<file path="config.mk">
export PLATFORM = sky130hd
export DESIGN_NAME = ccfs_status
export DESIGN_NICKNAME = d
export VERILOG_FILES = /design/src/rtl/ccfs_pkg.sv /design/src/rtl/ccfs_status.sv
export SDC_FILE = /design/constraint.sdc
export NUM_CORES = 1
export LEC_CHECK = 0
export BUFFER_PORTS_ARGS = -buffer_cell sky130_fd_sc_hd__buf_2
export CELL_PAD_IN_SITES_DETAIL_PLACEMENT = 1
export CELL_PAD_IN_SITES_GLOBAL_PLACEMENT = 1
export CORE_MARGIN = 3
export CORE_UTILIZATION = 30
export DETAILED_ROUTE_END_ITERATION = 16
export PLACE_DENSITY = 0.89
export SLEW_MARGIN = 25
export SYNTH_ARGS = -nofsm -noshare
export SYNTH_HDL_FRONTEND = slang
export SYNTH_SLANG_ARGS = --single-unit
</file>
<file path="constraint.sdc">
create_clock -name clock -period 0.9 [get_ports clock]
set_input_delay 0.18 -clock clock [delete_from_list [all_inputs] [get_ports clock]]
set_output_delay 0.18 -clock clock [all_outputs]
set_load 0.05 [all_outputs]
</file>
<file path="src/rtl/ccfs_pkg.sv">
// Purpose: Shared constants and types for the fault status block
// Assumes: 8-bit register port, byte offsets as printed
// Notes: Reserved bits read as zero
`default_nettype none

package ccfs_pkg;

  // ************************************************************
  // Register offsets
  // ************************************************************
  localparam logic [7:0] CTRL_STATUS_OFS = 8'h22;
  localparam logic [7:0] TEST_STATUS_OFS = 8'h23;

  // ************************************************************
  // Field positions and reset values
  // ************************************************************
  localparam int CRC_BIT = 4;
  localparam int IRQ_PIN_BIT = 3;
  localparam int TSD_BIT = 2;
  localparam int SYNC_BIT = 1;
  localparam int PEC_BIT = 0;
  localparam int SEC_BIT = 3;
  localparam int DED_BIT = 2;
  localparam int DONE_BIT = 1;
  localparam int BIST_BIT = 0;
  localparam logic [4:0] CTRL_RESET = 5'h00;
  localparam logic [3:0] TEST_RESET = 4'h0;

  // Fault events and live conditions from the rest of the device
  typedef struct packed {
    logic crc_mismatch;
    logic irq_pin_short;
    logic thermal_shutdown;
    logic sync_pin_short;
    logic packet_error;
    logic single_error_corrected;
    logic double_error_detected;
    logic selftest_done;
    logic selftest_fault;
  } ccfs_event_t;

  // Enables from the interrupt-enable registers
  typedef struct packed {
    logic runtime_checksum_enable;
    logic thermal_enable;
    logic sync_enable;
    logic sec_enable;
    logic selftest_done_enable;
    logic selftest_fault_enable;
  } ccfs_enable_t;

endpackage : ccfs_pkg

`default_nettype wire

</file>
<file path="src/rtl/ccfs_status.sv">
// Purpose: Two sticky write-1-to-clear fault status registers
// Assumes: Event inputs are synchronous one-cycle or level signals
// Notes: Pin-short and thermal inputs are live conditions
//
// Functional notes
// - CRC mismatch latches bit 4 until cleared
// - CRC flag reads 0 when disabled
// - Interrupt pin short sets bit 3 always
// - Pin flag clears only after fault removed
// - Thermal flag gated, clears after condition ends
// - Sync short sets bit 1, conditional clear
// - Sync flag reads 0 when disabled
// - Packet error latches bit 0, W1C
// - Single error corrected sets test bit 3
// - Double error sets test bit 2 always
// - Self-test completion sets test bit 1
// - Self-test fault latches test bit 0
`default_nettype none

module ccfs_status (
  input wire logic clock,
  input wire logic resetn,
  input wire logic [7:0] reg_addr,
  input wire logic reg_write,
  input wire logic [7:0] reg_wdata,
  output logic [7:0] reg_rdata,
  input wire ccfs_pkg::ccfs_event_t events,
  input wire ccfs_pkg::ccfs_enable_t enables
);

  // ************************************************************
  // Status storage
  // ************************************************************
  logic [4:0] ctrl_flags;
  logic [4:0] next_ctrl_flags;
  logic [3:0] test_flags;
  logic [3:0] next_test_flags;
  logic [7:0] next_reg_rdata;
  logic [4:0] ctrl_set;
  logic [4:0] ctrl_hold;
  logic [3:0] test_set;
  logic [4:0] ctrl_vis;
  logic [3:0] test_vis;
  logic ctrl_wr;
  logic test_wr;
  logic [4:0] ctrl_allow;
  logic [3:0] test_allow;
  logic [7:0] ctrl_upd;
  logic [7:0] test_upd;

  // ************************************************************
  // Helper functions
  // ************************************************************

  // Address match for the control fault register
  function automatic logic is_ctrl_addr(
    input logic [7:0] addr
  );
    return addr == ccfs_pkg::CTRL_STATUS_OFS;
  endfunction : is_ctrl_addr

  // Address match for the test fault register
  function automatic logic is_test_addr(
    input logic [7:0] addr
  );
    return addr == ccfs_pkg::TEST_STATUS_OFS;
  endfunction : is_test_addr

  // Control bits that may set and show; pin and packet always on
  function automatic logic [4:0] ctrl_gate(
    input ccfs_pkg::ccfs_enable_t en
  );
    logic [4:0] allow;
    allow = 5'h1f;
    allow[ccfs_pkg::CRC_BIT] = en.runtime_checksum_enable;
    allow[ccfs_pkg::TSD_BIT] = en.thermal_enable;
    allow[ccfs_pkg::SYNC_BIT] = en.sync_enable;
    return allow;
  endfunction : ctrl_gate

  // Test bits that may set and show; double error always on
  function automatic logic [3:0] test_gate(
    input ccfs_pkg::ccfs_enable_t en
  );
    logic [3:0] allow;
    allow = 4'hf;
    allow[ccfs_pkg::SEC_BIT] = en.sec_enable;
    allow[ccfs_pkg::DONE_BIT] = en.selftest_done_enable;
    allow[ccfs_pkg::BIST_BIT] = en.selftest_fault_enable;
    return allow;
  endfunction : test_gate

  // Sticky update: ones clear unless held, set wins over clear
  function automatic logic [7:0] sticky_next(
    input logic [7:0] flags,
    input logic [7:0] clear,
    input logic [7:0] hold,
    input logic [7:0] raise
  );
    return (flags & ~(clear & ~hold)) | raise;
  endfunction : sticky_next

  // ************************************************************
  // Write decode and enable masks
  // ************************************************************

  // Write strobes for each register
  assign ctrl_wr = reg_write && is_ctrl_addr(reg_addr);
  assign test_wr = reg_write && is_test_addr(reg_addr);

  // Enable masks shared by the set and read paths
  assign ctrl_allow = ctrl_gate(enables);
  assign test_allow = test_gate(enables);

  // ************************************************************
  // Set and hold terms
  // ************************************************************

  // Raw set terms, then enable gating at the source
  always_comb
  begin
    ctrl_set = 5'h00;
    ctrl_set[ccfs_pkg::CRC_BIT] = events.crc_mismatch;
    ctrl_set[ccfs_pkg::IRQ_PIN_BIT] = events.irq_pin_short;
    ctrl_set[ccfs_pkg::TSD_BIT] = events.thermal_shutdown;
    ctrl_set[ccfs_pkg::SYNC_BIT] = events.sync_pin_short;
    ctrl_set[ccfs_pkg::PEC_BIT] = events.packet_error;
    ctrl_set = ctrl_set & ctrl_allow;
    test_set = 4'h0;
    test_set[ccfs_pkg::SEC_BIT] = events.single_error_corrected;
    test_set[ccfs_pkg::DED_BIT] = events.double_error_detected;
    test_set[ccfs_pkg::DONE_BIT] = events.selftest_done;
    test_set[ccfs_pkg::BIST_BIT] = events.selftest_fault;
    test_set = test_set & test_allow;
  end

  // Live conditions that block a clear while present
  always_comb
  begin
    ctrl_hold = '0;
    ctrl_hold[ccfs_pkg::IRQ_PIN_BIT] = events.irq_pin_short;
    ctrl_hold[ccfs_pkg::TSD_BIT] = events.thermal_shutdown;
    ctrl_hold[ccfs_pkg::SYNC_BIT] = events.sync_pin_short;
  end

  // ************************************************************
  // Next flag values
  // ************************************************************

  // Control flags: zeros ignored, live conditions block a clear
  always_comb
  begin
    ctrl_upd = sticky_next({3'h0, ctrl_flags},
      ctrl_wr ? reg_wdata : 8'h00, {3'h0, ctrl_hold},
      {3'h0, ctrl_set});
    next_ctrl_flags = ctrl_upd[4:0];
  end

  // Test flags: zeros ignored, nothing blocks a clear
  always_comb
  begin
    test_upd = sticky_next({4'h0, test_flags},
      test_wr ? reg_wdata : 8'h00, 8'h00,
      {4'h0, test_set});
    next_test_flags = test_upd[3:0];
  end

  // ************************************************************
  // Read path
  // ************************************************************

  // Visible flags read 0 while their enable is off
  always_comb
  begin
    ctrl_vis = ctrl_flags & ctrl_allow;
    test_vis = test_flags & test_allow;
  end

  // Read data mux, reserved bits and other addresses zero
  always_comb
  begin
    if (is_ctrl_addr(reg_addr))
    begin
      next_reg_rdata = {3'h0, ctrl_vis};
    end
    else if (is_test_addr(reg_addr))
    begin
      next_reg_rdata = {4'h0, test_vis};
    end
    else
    begin
      next_reg_rdata = 8'h00;
    end
  end

  // ************************************************************
  // Registers
  // ************************************************************

  // Control fault flags
  always_ff @(posedge clock or negedge resetn)
  begin
    if (!resetn)
    begin
      ctrl_flags <= ccfs_pkg::CTRL_RESET;
    end
    else
    begin
      ctrl_flags <= next_ctrl_flags;
    end
  end

  // Test fault flags
  always_ff @(posedge clock or negedge resetn)
  begin
    if (!resetn)
    begin
      test_flags <= ccfs_pkg::TEST_RESET;
    end
    else
    begin
      test_flags <= next_test_flags;
    end
  end

  // Registered read data, one cycle behind the address
  always_ff @(posedge clock or negedge resetn)
  begin
    if (!resetn)
    begin
      reg_rdata <= 8'h00;
    end
    else
    begin
      reg_rdata <= next_reg_rdata;
    end
  end

endmodule : ccfs_status

`default_nettype wire

</file>
Word-level counts from Yosys, hierarchy flattened --
Cells that the tools add are included.
Cells by class: equality and inequality tests 2, multiplexer cells 4, bitwise logic cells 12, reductions and logical operators 2
Operators with widths (number):
- AND 5 bit | 4
- == test 8 x 6 -> 1 bit (second input constant) | 2
- AND 4 bit | 3
- two-way mux 4 bit | 2
- two-way mux 8 bit | 1
- two-way mux 5 bit | 1
- NOT 4 -> 5 bit | 1
- NOT 5 bit | 1
- bitwise OR 5 bit | 1
- NOT 4 bit | 1
- bitwise OR 4 bit | 1
- logical AND 1 bit | 2
Word-level totals: register bits 17, word-level logic and storage cells 23

Logic depth before layout (Yosys ltp) --
Gate-level depths: netlist (run 1).
word-level depth 7, depth in mapped cells 4, mapped depth without buffers 3

Least setup slack after synthesis (run 1) --
Ideal clock, no wire load.
path type input-to-reg, from input port reg_addr[0], to register ctrl_flags[4], data arrival time 0.950 ns, slack -0.171 ns, stages on the path 4, path buffers 1, cell sequence buf_6 nor4b_4 nand4_1 a22o_1
On the way: longest elaborated chain between the ends 7
Ends and longest elaborated chain:
- from (decl) | line ccfs_status.sv:23 | input wire logic [7:0] reg_addr,
- == test 8 x 6 -> 1 bit | line ccfs_status.sv:59 | return addr == ccfs_pkg::CTRL_STATUS_OFS;
- logical AND 1 bit | line ccfs_status.sv:108 | assign ctrl_wr = reg_write && is_ctrl_addr(reg_addr);
- two-way mux 5 bit | line ccfs_status.sv:154 | ctrl_wr ? reg_wdata : 8'h00, {3'h0, ctrl_hold},
- AND 5 bit | line ccfs_status.sv:100 | return (flags & ~(clear & ~hold)) | raise;
- NOT 5 bit | line ccfs_status.sv:100
- AND 5 bit | line ccfs_status.sv:100
- bitwise OR 5 bit | line ccfs_status.sv:100
- net ctrl_upd[4] | line ccfs_status.sv:48 | logic [7:0] ctrl_upd;
- to (signal assigned) | line ccfs_status.sv:205 | ctrl_flags <= ccfs_pkg::CTRL_RESET;
- to (signal assigned) | line ccfs_status.sv:209 | ctrl_flags <= next_ctrl_flags;
- to (decl) | line ccfs_status.sv:34 | logic [4:0] ctrl_flags;
The timed path passes the listed nets, and every way through them passes these cells.

Final worst setup path (run 1) --
from register reg_rdata[4], to output port reg_rdata[4]
RTL lines:
- from (decl) | line ccfs_status.sv:26 | output logic [7:0] reg_rdata,
- from (signal assigned) | line ccfs_status.sv:235 | reg_rdata <= next_reg_rdata;
No word-level cell between the ends.

==> impl_metrics.xml, run 1 <==
<?xml version="1.0" encoding="UTF-8"?>
<metrics>
  <group name="yosys">
    <metric name="post_synthesis_instance_area" unit="um^2">684</metric>
    <metric name="synth.top_cells.by_count" unit="">14 x sky130_fd_sc_hd__dfrtp_1, 7 x sky130_fd_sc_hd__nand4_1, 6 x sky130_fd_sc_hd__a21oi_1</metric>
    <metric name="ys_seq_area_frac" unit="">0.512</metric>
    <metric name="synthArstFlopShare" unit="">1.00</metric>
    <metric name="ys_ff_latch" unit="">14</metric>
    <metric name="yosys_warnings" unit="">0</metric>
    <metric name="netlist_top_cells_area" unit="">sky130_fd_sc_hd__dfrtp_1 51%, sky130_fd_sc_hd__nor4b_4 6.9%, sky130_fd_sc_hd__nand4_1 6.4%</metric>
    <metric name="post-synth-top-area-cell" unit="">sky130_fd_sc_hd__dfrtp_1</metric>
    <metric name="synthDominantCellAreaShare" unit="">0.512</metric>
    <metric name="ys_types" unit="">21</metric>
    <metric name="post_synth.cell_area_avg" unit="um^2">11.6</metric>
    <metric name="post-synth-top-count-cell" unit="">sky130_fd_sc_hd__dfrtp_1</metric>
    <metric name="netlist_instances" unit="">59</metric>
    <metric name="synth_top_flop_cell" unit="">sky130_fd_sc_hd__dfrtp_1</metric>
    <metric name="synth-edff-count" unit="">0</metric>
  </group>
  <group name="route">
    <metric name="antenna_left" unit="">0</metric>
    <metric name="vias" unit="">651</metric>
    <metric name="route.detailed.drc" unit="">0</metric>
    <metric name="postRouteWirelength" unit="um">2020</metric>
    <metric name="route.detailed.wl_per_inst" unit="um">15.7</metric>
    <metric name="drt-vias-per-instance" unit="">5.05</metric>
    <metric name="detailed_router_iteration_count_before_antenna_repair" unit="">4</metric>
    <metric name="dr.first_iter.drc_count" unit="">8</metric>
  </group>
  <group name="floorplanning">
    <metric name="die_area" unit="um^2">2890</metric>
    <metric name="std_cell_rows" unit="">16</metric>
    <metric name="floorplan.io_pins" unit="">42</metric>
    <metric name="die_width" unit="um">53.8</metric>
    <metric name="fp.coreArea" unit="um^2">2060</metric>
    <metric name="fp.dieH" unit="um">53.8</metric>
    <metric name="initial_utilization" unit="">0.332</metric>
  </group>
  <group name="placed_design">
    <metric name="port_buffers" unit="">35</metric>
    <metric name="detailedPlacementHpwl" unit="um">1600</metric>
    <metric name="place_congestion" unit="">0.758</metric>
    <metric name="placed_cells_incl_taps" unit="">123</metric>
  </group>
  <group name="finish">
    <metric name="fill_cells" unit="">253</metric>
    <metric name="finish.cell_count_without_fillers" unit="">129</metric>
    <metric name="area_overhead_of_the_layout_relative_to_synthesis" unit="%">47.9</metric>
    <metric name="multi_input_area" unit="um^2">297</metric>
    <metric name="num-nets-final" unit="">137</metric>
    <metric name="post_route_cells_drive_above_1_share" unit="">0.490</metric>
    <metric name="num_antenna_cells" unit="">0</metric>
    <metric name="layout.area.seq" unit="um^2">350</metric>
  </group>
  <group name="critical_path">
    <metric name="required_time_of_the_critical_path" unit="ps">720</metric>
    <metric name="crit_path_max_incr_delay" unit="ps">410</metric>
    <metric name="critPathTopFamily" unit="">flip-flops</metric>
    <metric name="timing.critical_path.to_type" unit="">primary output</metric>
    <metric name="cp_data_arrival_time" unit="ps">850</metric>
    <metric name="r2r_start" unit="">test_flags[3]</metric>
    <metric name="crit_path_start_kind" unit="">flip-flop</metric>
    <metric name="crit_path_start" unit="">reg_rdata[4]</metric>
    <metric name="critical-path-slowest-cell" unit="">sky130_fd_sc_hd__dfrtp_1</metric>
    <metric name="crit_path_max_fanout" unit="">1</metric>
    <metric name="timing.critical_path.cells" unit="">buf_6</metric>
    <metric name="critical_path_class" unit="">reg2out</metric>
    <metric name="critical_path.n_buffers_inverters" unit="">1</metric>
  </group>
  <group name="run_status">
    <metric name="outcome" unit="">complete, but fails checks</metric>
    <metric name="failed_checks" unit="">setup timing</metric>
  </group>
  <group name="timing">
    <metric name="setup-violations-final" unit="">5</metric>
    <metric name="timing.setup.tns" unit="ps">-521</metric>
    <metric name="final_period_minus_worst_setup_slack" unit="ps">1030</metric>
    <metric name="timing_hold_violations_final" unit="">0</metric>
    <metric name="period_share" unit="">1.14</metric>
    <metric name="final.setup.worst_slack" unit="ps">-128</metric>
    <metric name="clock-skew-final" unit="ps">0.732</metric>
    <metric name="number_of_slew_limit_violations_in_the_final_report" unit="">0</metric>
    <metric name="max_freq" unit="MHz">972</metric>
    <metric name="rsz_0062_raised_after_global_routing" unit="">yes</metric>
  </group>
  <group name="cts">
    <metric name="cts_made_buffers" unit="">3</metric>
    <metric name="cts_tree" unit="">built</metric>
    <metric name="ctsLongestPathBuffers" unit="">2</metric>
    <metric name="clk_root_buffer_cell" unit="">sky130_fd_sc_hd__clkbuf_4</metric>
    <metric name="clkSlewWorstSetupHoldPaths" unit="ps">80</metric>
    <metric name="ctsHtreeMaxLevel" unit="">1</metric>
    <metric name="insertion_delay" unit="ps">280</metric>
    <metric name="cts_num_sinks" unit="">14</metric>
  </group>
  <group name="global_route">
    <metric name="global_route.overflow_total" unit="">0</metric>
    <metric name="grt_antenna_before_repair" unit="">0</metric>
    <metric name="grt_max_degree" unit="">15</metric>
    <metric name="first_global_vias" unit="">708</metric>
    <metric name="groute.usage.overall" unit="">0.150</metric>
    <metric name="grt_first_pass_wirelength" unit="um">2990</metric>
  </group>
  <group name="pwr">
    <metric name="max_rail_drop_vdd" unit="mV">0.828</metric>
    <metric name="leakage" unit="nW">0.475</metric>
    <metric name="power-per-cell-area" unit="nW/um^2">1270</metric>
    <metric name="switching_share" unit="">0.245</metric>
    <metric name="finalPower" unit="W">0.00129</metric>
    <metric name="power_frac_seq" unit="">0.491</metric>
    <metric name="cell_internal_pwr" unit="W">0.000972</metric>
    <metric name="power.share.clock" unit="">0.349</metric>
    <metric name="p_switching" unit="W">0.000315</metric>
    <metric name="combinational_share_of_power" unit="">0.160</metric>
  </group>
  <group name="worst_hold_path">
    <metric name="min_from" unit="">events[7]</metric>
    <metric name="worstHoldPathType" unit="">in2reg</metric>
  </group>
  <group name="flow_run">
    <metric name="maxCapViolCount" unit="">0</metric>
  </group>
</metrics>
==> area by class of cell <==
cell class              count  share of cell area
multi-input cells          40               0.293
well taps                  27              0.0334
flip-flops and latches     14               0.346
repair buffers             42               0.284
inverters                   2             0.00742
clock buffers               4              0.0358
==> stage by stage <==
stage | util | area [um^2] | hold slack [ps] | worst slack, ps
floorplan | - | 692 | -116 | -151
global placement | 0.437 | 901 | 86.1 | -254
detailed placement | 0.437 | 901 | 94.4 | -308
CTS | 0.475 | 978 | 64.3 | -135
global route | 0.491 | 1010 | 58.8 | -172
finish | 0.491 | 1010 | 71.3 | -128
==> flip-flops by register name, indices dropped and copies added, names as in the netlist <==
signal	cells
reg_rdata	5
ctrl_flags	5
test_flags	4
==> placed cells by master (no fill, tap or decap), drive strengths merged <==
master,count
buf,41
dfrtp,14
nand4,7
a21oi,6
a22o,4
nand3,4
clkbuf,4
a21o,3
conb,3
nor4b,2
nand2b,2
nand3b,2
inv,2
a41oi,2
and4bb,1
nor2,1
nand2,1
and2,1
and4,1
dlygate4sd3,1
==> power by group through the flow <==
stage,clock network [W],logic (W),registers [W]
global placement,0,0.000181,0.000643
global route,0.000504,0.000222,0.000632
floorplan,0,0.0000824,0.000646
finish,0.000450,0.000206,0.000631
CTS,0.000467,0.000194,0.000631
detailed placement,0,0.000189,0.000644
==> cells by family after synthesis <==
| kind of cell | Yosys count | share of synthesized area |
|---|---|---|
| compound gates | 15 | 0.154 |
| flops | 14 | 0.512 |
| buf+inv | 7 | 0.0658 |
| other cells | 1 | 0.00548 |
| simple gates | 22 | 0.263 |
==> worst paths after layout <==
kind	end	slack, ps	cells after the start
worst max-delay path	reg_rdata[4]	-130	1
worst min-delay path	ctrl_flags[3]	70	2
worst max register to register	reg_rdata[3]	180	2
worst min register to register	test_flags[2]	490	1
max in group asynchronous	test_flags[3]	340	2
min in group asynchronous	ctrl_flags[1]	320	2
==> layer usage <==
layer,vias to the layer above,global-route usage,part of all wire,wire length (um)
li1,305,-,-,-
met1,311,0.145,0.37,753
met2,33,0.290,0.54,1080
met3,2,0.0554,0.086,173
met4,0,0.0383,0.0040,8
met5,-,0,0,0
==> what timing repair did <==
| action | CTS | global route |
|---|---|---|
| hold endpoints to repair | 14 | 0 |
| resized for setup | 10 | 7 |
| setup buffers | 0 | 1 |
| setup endpoints to repair | 5 | 12 |
| hold buffers | 1 | 0 |
| pin swaps | 0 | 3 |
(Power assumes the default switching activity.)
==> run 2, diff against run 1 <==
- CORE_UTILIZATION: 30 -> 32
- PLACE_DENSITY: 0.89 -> 0.93
- clock period: 0.9 -> 1.2 ns (I/O delays scaled with it)
==> run 2 against run 1 <==
  * First-iteration DRC count is 38% higher
  * Critical path depth stayed put
  * Clock skew is 5.5 ps higher
  * The run now ends clean
  * Via count is 0.31% lower
  * Register-to-register slack better by 270 ps
  * Sequential share of layout area is 2.7 points higher
  * Combinational power is 31% lower
  * Final cell count is 1.6% lower
  * Critical endpoint unchanged
  * Clock power is 22% lower
  * Global-route usage is 1.2 points higher
==> impl_metrics.xml, run 2 (synthesis results as in run 1) <==
<?xml version="1.0" encoding="UTF-8"?>
<metrics>
  <group name="finish">
    <metric name="most-common-layout-cells" unit="">35 x sky130_fd_sc_hd__buf_2, 14 x sky130_fd_sc_hd__dfrtp_1, 7 x sky130_fd_sc_hd__nand4_1</metric>
    <metric name="multi_input_area" unit="um^2">297</metric>
    <metric name="layout_top_registers" unit="">ctrl_flags: 5 flops, reg_rdata: 5 flops, test_flags: 4 flops</metric>
    <metric name="post_route_cells_drive_above_1_share" unit="">0.480</metric>
    <metric name="area_overhead_of_the_layout_relative_to_synthesis" unit="%">37.3</metric>
    <metric name="fin_area" unit="um^2">940</metric>
    <metric name="num_antenna_cells" unit="">0</metric>
    <metric name="fill_cells" unit="">258</metric>
    <metric name="mostFrequentLayoutCell" unit="">sky130_fd_sc_hd__buf_2</metric>
    <metric name="finish.cell_count_without_fillers" unit="">127</metric>
    <metric name="layout.area.seq" unit="um^2">350</metric>
    <metric name="num-nets-final" unit="">135</metric>
  </group>
  <group name="critical_path">
    <metric name="critical-path-slowest-cell" unit="">sky130_fd_sc_hd__dfrtp_1</metric>
    <metric name="crit_path_start_kind" unit="">flip-flop</metric>
    <metric name="critical_path.n_buffers_inverters" unit="">1</metric>
    <metric name="critical_path_class" unit="">reg2out</metric>
    <metric name="critPathTopFamily" unit="">flip-flops</metric>
    <metric name="crit_path_max_fanout" unit="">1</metric>
    <metric name="cp_data_arrival_time" unit="ps">910</metric>
    <metric name="required_time_of_the_critical_path" unit="ps">960</metric>
    <metric name="timing.critical_path.to_type" unit="">primary output</metric>
    <metric name="timing.critical_path.cells" unit="">buf_2</metric>
    <metric name="crit_path_max_incr_delay" unit="ps">350</metric>
  </group>
  <group name="global_route">
    <metric name="grt_max_degree" unit="">15</metric>
    <metric name="first_global_vias" unit="">668</metric>
    <metric name="grt_antenna_before_repair" unit="">0</metric>
    <metric name="grt_first_pass_wirelength" unit="um">3070</metric>
    <metric name="global_route.overflow_total" unit="">0</metric>
    <metric name="groute.usage.overall" unit="">0.162</metric>
  </group>
  <group name="pwr">
    <metric name="finalPower" unit="W">0.000965</metric>
    <metric name="leakage" unit="nW">0.454</metric>
    <metric name="power-per-cell-area" unit="nW/um^2">1030</metric>
    <metric name="max_rail_drop_vdd" unit="mV">0.540</metric>
  </group>
  <group name="placed_design">
    <metric name="port_buffers" unit="">35</metric>
    <metric name="place_congestion" unit="">0.745</metric>
    <metric name="placement.cell_area" unit="um^2">893</metric>
    <metric name="detailedPlacementHpwl" unit="um">1580</metric>
    <metric name="placed_cells_incl_taps" unit="">122</metric>
  </group>
  <group name="route">
    <metric name="route.detailed.wl_per_inst" unit="um">16.3</metric>
    <metric name="met1_wire_length" unit="um">809</metric>
    <metric name="antenna_left" unit="">0</metric>
    <metric name="vias" unit="">649</metric>
    <metric name="maxUsedRoutingLayer" unit="">met4</metric>
    <metric name="dr.first_iter.drc_count" unit="">11</metric>
    <metric name="route.detailed.drc" unit="">0</metric>
    <metric name="postRouteWirelength" unit="um">2070</metric>
    <metric name="wl_met3" unit="um">160</metric>
    <metric name="detailed_router_iteration_count_before_antenna_repair" unit="">2</metric>
    <metric name="drt-vias-per-instance" unit="">5.11</metric>
    <metric name="detailroute.wirelength.met2" unit="um">1070</metric>
  </group>
  <group name="floorplanning">
    <metric name="floorplan.io_pins" unit="">42</metric>
    <metric name="fp.dieH" unit="um">52.2</metric>
    <metric name="die_area" unit="um^2">2730</metric>
    <metric name="die_width" unit="um">52.2</metric>
    <metric name="std_cell_rows" unit="">16</metric>
    <metric name="fp.coreArea" unit="um^2">2000</metric>
    <metric name="initial_utilization" unit="">0.342</metric>
  </group>
  <group name="cts">
    <metric name="clk_root_buffer_cell" unit="">sky130_fd_sc_hd__clkbuf_4</metric>
    <metric name="cts_made_buffers" unit="">3</metric>
    <metric name="cts_num_sinks" unit="">14</metric>
    <metric name="post_cts.repair.setup_buffers" unit="">0</metric>
    <metric name="cts_tree" unit="">built</metric>
    <metric name="ctsLongestPathBuffers" unit="">2</metric>
    <metric name="ctsHtreeMaxLevel" unit="">1</metric>
    <metric name="insertion_delay" unit="ps">290</metric>
    <metric name="clkSlewWorstSetupHoldPaths" unit="ps">90</metric>
  </group>
  <group name="timing">
    <metric name="timing_hold_violations_final" unit="">0</metric>
    <metric name="setup-violations-final" unit="">0</metric>
    <metric name="max_freq" unit="MHz">872</metric>
    <metric name="rsz_0062_raised_after_global_routing" unit="">no</metric>
    <metric name="final_period_minus_worst_setup_slack" unit="ps">1150</metric>
    <metric name="clock-skew-final" unit="ps">6.20</metric>
    <metric name="timing.setup.tns" unit="ps">0</metric>
    <metric name="number_of_slew_limit_violations_in_the_final_report" unit="">0</metric>
    <metric name="period_share" unit="">0.956</metric>
  </group>
  <group name="worst_hold_path">
    <metric name="worstHoldPathType" unit="">in2reg</metric>
  </group>
  <group name="run_status">
    <metric name="outcome" unit="">completed</metric>
  </group>
  <group name="flow_run">
    <metric name="maxCapViolCount" unit="">0</metric>
  </group>
</metrics>
[run 2: layout make-up]
| class | count | area share |
|---|---|---|
| repair buffers | 40 | 0.229 |
| inverters | 2 | 0.00799 |
| well taps | 27 | 0.0360 |
| flip-flops and latches | 14 | 0.373 |
| multi-input cells | 40 | 0.316 |
| clock buffers | 4 | 0.0386 |
[run 2: final timing paths]
check                                   start  depth (start not counted)            end  slack, ps
worst min register to register  test_flags[2]                          1  test_flags[2]        500
worst max register to register  test_flags[3]                          2   reg_rdata[3]        450
worst max-delay path             reg_rdata[4]                          1   reg_rdata[4]         50
max in group asynchronous              resetn                          2   reg_rdata[1]        580
worst min-delay path                events[2]                          2  test_flags[2]        130
min in group asynchronous              resetn                          2  test_flags[3]        370
[run 2: repair_timing]
item / CTS / global route
endpoints found under the setup margin: 0 / 0
resized for setup: 0 / 0
endpoints found under the hold margin: 14 / 0
hold buffers: 1 / 0
[run 2: per-layer routing]
layer  track usage  vias to the layer above
li1              -                      299
met3        0.0513                        5
met1         0.170                      317
met2         0.293                       28
met4        0.0723                        0
met5             0                        -
[run 2: per-stage QoR]
stage	utilization	hold slack, ps	worst slack, ps
CTS	0.469	121	39.5
floorplan	-	-55.6	69.4
global placement	0.446	143	-29.1
finish	0.469	126	53.1
global route	0.469	122	14.0
detailed placement	0.446	155	-54.3
[run 2: power breakdown]
| part | total (W) | switching, W | internal (W) | leakage [nW] |
|---|---|---|---|---|
| combinational | 0.000143 | 0.0000834 | 0.0000591 | 0.284 |
| sequential | 0.000473 | 0.000000600 | 0.000473 | 0.149 |
| clock | 0.000349 | 0.000164 | 0.000185 | 0.0210 |
==> run 3, diff against run 2 <==
- CORE_UTILIZATION: 32 -> 30
- PLACE_DENSITY: 0.93 -> 0.89
- clock period: 1.2 -> 1.15 ns (I/O delays scaled with it)
==> run 3 against run 2 <==
  * Flip-flop and latch count unchanged
  * Worst setup slack got worse by 12 ps
  * Wire length decreased by 11%
  * Sequential power increased by 4.4%
  * First-iteration DRC count decreased by 82%
  * Via count unchanged
==> impl_metrics.xml, run 3 (synthesis results as in run 1) <==
<?xml version="1.0" encoding="UTF-8"?>
<metrics>
  <group name="run_status">
    <metric name="outcome" unit="">completed</metric>
  </group>
  <group name="pwr">
    <metric name="leakage" unit="nW">0.454</metric>
    <metric name="max_rail_drop_vdd" unit="mV">0.394</metric>
    <metric name="switching_share" unit="">0.248</metric>
    <metric name="power.share.clock" unit="">0.356</metric>
    <metric name="power_frac_seq" unit="">0.497</metric>
    <metric name="power-per-cell-area" unit="nW/um^2">1060</metric>
    <metric name="combinational_share_of_power" unit="">0.147</metric>
    <metric name="cell_internal_pwr" unit="W">0.000747</metric>
    <metric name="p_switching" unit="W">0.000246</metric>
  </group>
  <group name="critical_path">
    <metric name="crit_path_start_kind" unit="">flip-flop</metric>
    <metric name="crit_path_max_fanout" unit="">1</metric>
    <metric name="r2r_start" unit="">ctrl_flags[1]</metric>
    <metric name="critPathTopFamily" unit="">flip-flops</metric>
    <metric name="cp_data_arrival_time" unit="ps">880</metric>
    <metric name="timing.critical_path.cells" unit="">buf_2</metric>
    <metric name="required_time_of_the_critical_path" unit="ps">920</metric>
    <metric name="critical_path.n_buffers_inverters" unit="">1</metric>
    <metric name="crit_path_max_incr_delay" unit="ps">340</metric>
    <metric name="crit_path_start" unit="">reg_rdata[4]</metric>
    <metric name="timing.critical_path.to_type" unit="">primary output</metric>
    <metric name="critical_path_class" unit="">reg2out</metric>
    <metric name="critical-path-slowest-cell" unit="">sky130_fd_sc_hd__dfrtp_1</metric>
  </group>
  <group name="floorplanning">
    <metric name="floorplan.io_pins" unit="">42</metric>
    <metric name="die_width" unit="um">53.8</metric>
    <metric name="initial_utilization" unit="">0.332</metric>
    <metric name="fp.coreArea" unit="um^2">2060</metric>
    <metric name="die_area" unit="um^2">2890</metric>
    <metric name="fp.dieH" unit="um">53.8</metric>
    <metric name="std_cell_rows" unit="">16</metric>
  </group>
  <group name="cts">
    <metric name="ctsHtreeMaxLevel" unit="">1</metric>
    <metric name="post_cts_resized" unit="">0</metric>
    <metric name="cts_num_sinks" unit="">14</metric>
    <metric name="cts_made_buffers" unit="">3</metric>
    <metric name="clkSlewWorstSetupHoldPaths" unit="ps">90</metric>
    <metric name="ctsLongestPathBuffers" unit="">2</metric>
    <metric name="cts_tree" unit="">built</metric>
    <metric name="clk_root_buffer_cell" unit="">sky130_fd_sc_hd__clkbuf_4</metric>
    <metric name="post_cts.repair.setup_buffers" unit="">0</metric>
    <metric name="insertion_delay" unit="ps">280</metric>
    <metric name="ctsHoldBuffers" unit="">1</metric>
  </group>
  <group name="timing">
    <metric name="timing_hold_violations_final" unit="">0</metric>
    <metric name="rsz_0062_raised_after_global_routing" unit="">no</metric>
    <metric name="final.setup.worst_slack" unit="ps">41.1</metric>
    <metric name="hold_slack" unit="ps">120</metric>
    <metric name="number_of_slew_limit_violations_in_the_final_report" unit="">0</metric>
    <metric name="final_period_minus_worst_setup_slack" unit="ps">1110</metric>
    <metric name="setup-violations-final" unit="">0</metric>
    <metric name="clock-skew-final" unit="ps">3.50</metric>
    <metric name="period_share" unit="">0.964</metric>
    <metric name="max_freq" unit="MHz">902</metric>
  </group>
  <group name="route">
    <metric name="route.detailed.drc" unit="">0</metric>
    <metric name="vias" unit="">649</metric>
    <metric name="postRouteWirelength" unit="um">1840</metric>
    <metric name="antenna_left" unit="">0</metric>
    <metric name="drt-vias-per-instance" unit="">5.11</metric>
    <metric name="detailed_router_iteration_count_before_antenna_repair" unit="">2</metric>
    <metric name="route.detailed.wl_per_inst" unit="um">14.4</metric>
    <metric name="dr.first_iter.drc_count" unit="">2</metric>
  </group>
  <group name="finish">
    <metric name="num-nets-final" unit="">135</metric>
    <metric name="mostFrequentLayoutCell" unit="">sky130_fd_sc_hd__buf_2</metric>
    <metric name="most-common-layout-cells" unit="">35 x sky130_fd_sc_hd__buf_2, 14 x sky130_fd_sc_hd__dfrtp_1, 7 x sky130_fd_sc_hd__nand4_1</metric>
    <metric name="final_util" unit="">0.456</metric>
    <metric name="layout.area.seq" unit="um^2">350</metric>
    <metric name="fill_cells" unit="">251</metric>
    <metric name="multi_input_area" unit="um^2">297</metric>
    <metric name="num_antenna_cells" unit="">0</metric>
    <metric name="area_overhead_of_the_layout_relative_to_synthesis" unit="%">37.3</metric>
    <metric name="finish.cell_count_without_fillers" unit="">127</metric>
    <metric name="layout_top_registers" unit="">ctrl_flags: 5 flops, reg_rdata: 5 flops, test_flags: 4 flops</metric>
    <metric name="post_route_cells_drive_above_1_share" unit="">0.480</metric>
  </group>
  <group name="worst_hold_path">
    <metric name="min_from" unit="">events[7]</metric>
    <metric name="worstHoldPathType" unit="">in2reg</metric>
  </group>
  <group name="placed_design">
    <metric name="dp_slack" unit="ps">-101</metric>
    <metric name="placed_cells_incl_taps" unit="">122</metric>
    <metric name="detailedPlacementHpwl" unit="um">1470</metric>
    <metric name="place_congestion" unit="">0.742</metric>
    <metric name="port_buffers" unit="">35</metric>
  </group>
  <group name="flow_run">
    <metric name="maxCapViolCount" unit="">0</metric>
  </group>
  <group name="global_route">
    <metric name="grt_first_pass_wirelength" unit="um">2850</metric>
    <metric name="first_global_vias" unit="">671</metric>
    <metric name="grt_max_degree" unit="">15</metric>
    <metric name="groute.usage.overall" unit="">0.137</metric>
    <metric name="global_route.overflow_total" unit="">0</metric>
    <metric name="grt_antenna_before_repair" unit="">0</metric>
  </group>
</metrics>
[run 3: power by group through the flow]
stage | Clock, W | Combinational [W] | Sequential (W)
final | 0.000354 | 0.000146 | 0.000494
after global routing | 0.000387 | 0.000160 | 0.000494
after CTS | 0.000367 | 0.000148 | 0.000494
after detailed placement | 0 | 0.000144 | 0.000504
after global placement | 0 | 0.000139 | 0.000504
after floorplan | 0 | 0.0000647 | 0.000506
[run 3: metrics by stage]
step                power (W)  TNS [ps]  instance area (um^2)
global placement     0.000643      -397                   893
finish               0.000994         0                   940
detailed placement   0.000648      -817                   893
floorplan            0.000571         0                   692
CTS                   0.00101         0                   940
global route          0.00104         0                   940
[run 3: layer usage]
metal | up-vias | GRT usage | wire (um)
met4 | 0 | 0.0511 | 6
met1 | 312 | 0.160 | 776
met3 | 2 | 0.0222 | 187
met5 | - | 0 | 0
li1 | 303 | - | -
met2 | 32 | 0.246 | 865
[run 3: cell type report]
class / instances / share of cell area
Clock buffer: 4 / 0.0386
Inverter: 2 / 0.00799
Multi-Input combinational cell: 40 / 0.316
Sequential cell: 14 / 0.373
Tap cell: 27 / 0.0360
Timing Repair Buffer: 40 / 0.229
[run 3: path summary, 6_finish.rpt]
| check | endpoint | slack (ps) | cells past startpoint |
|---|---|---|---|
| setup / recovery | reg_rdata[4] | 40 | 1 |
| hold / removal | ctrl_flags[3] | 120 | 2 |
| setup reg to reg | ctrl_flags[1] | 440 | 2 |
| hold reg to reg | test_flags[2] | 480 | 1 |
| max in group asynchronous | ctrl_flags[4] | 520 | 2 |
| min in group asynchronous | ctrl_flags[1] | 380 | 2 |
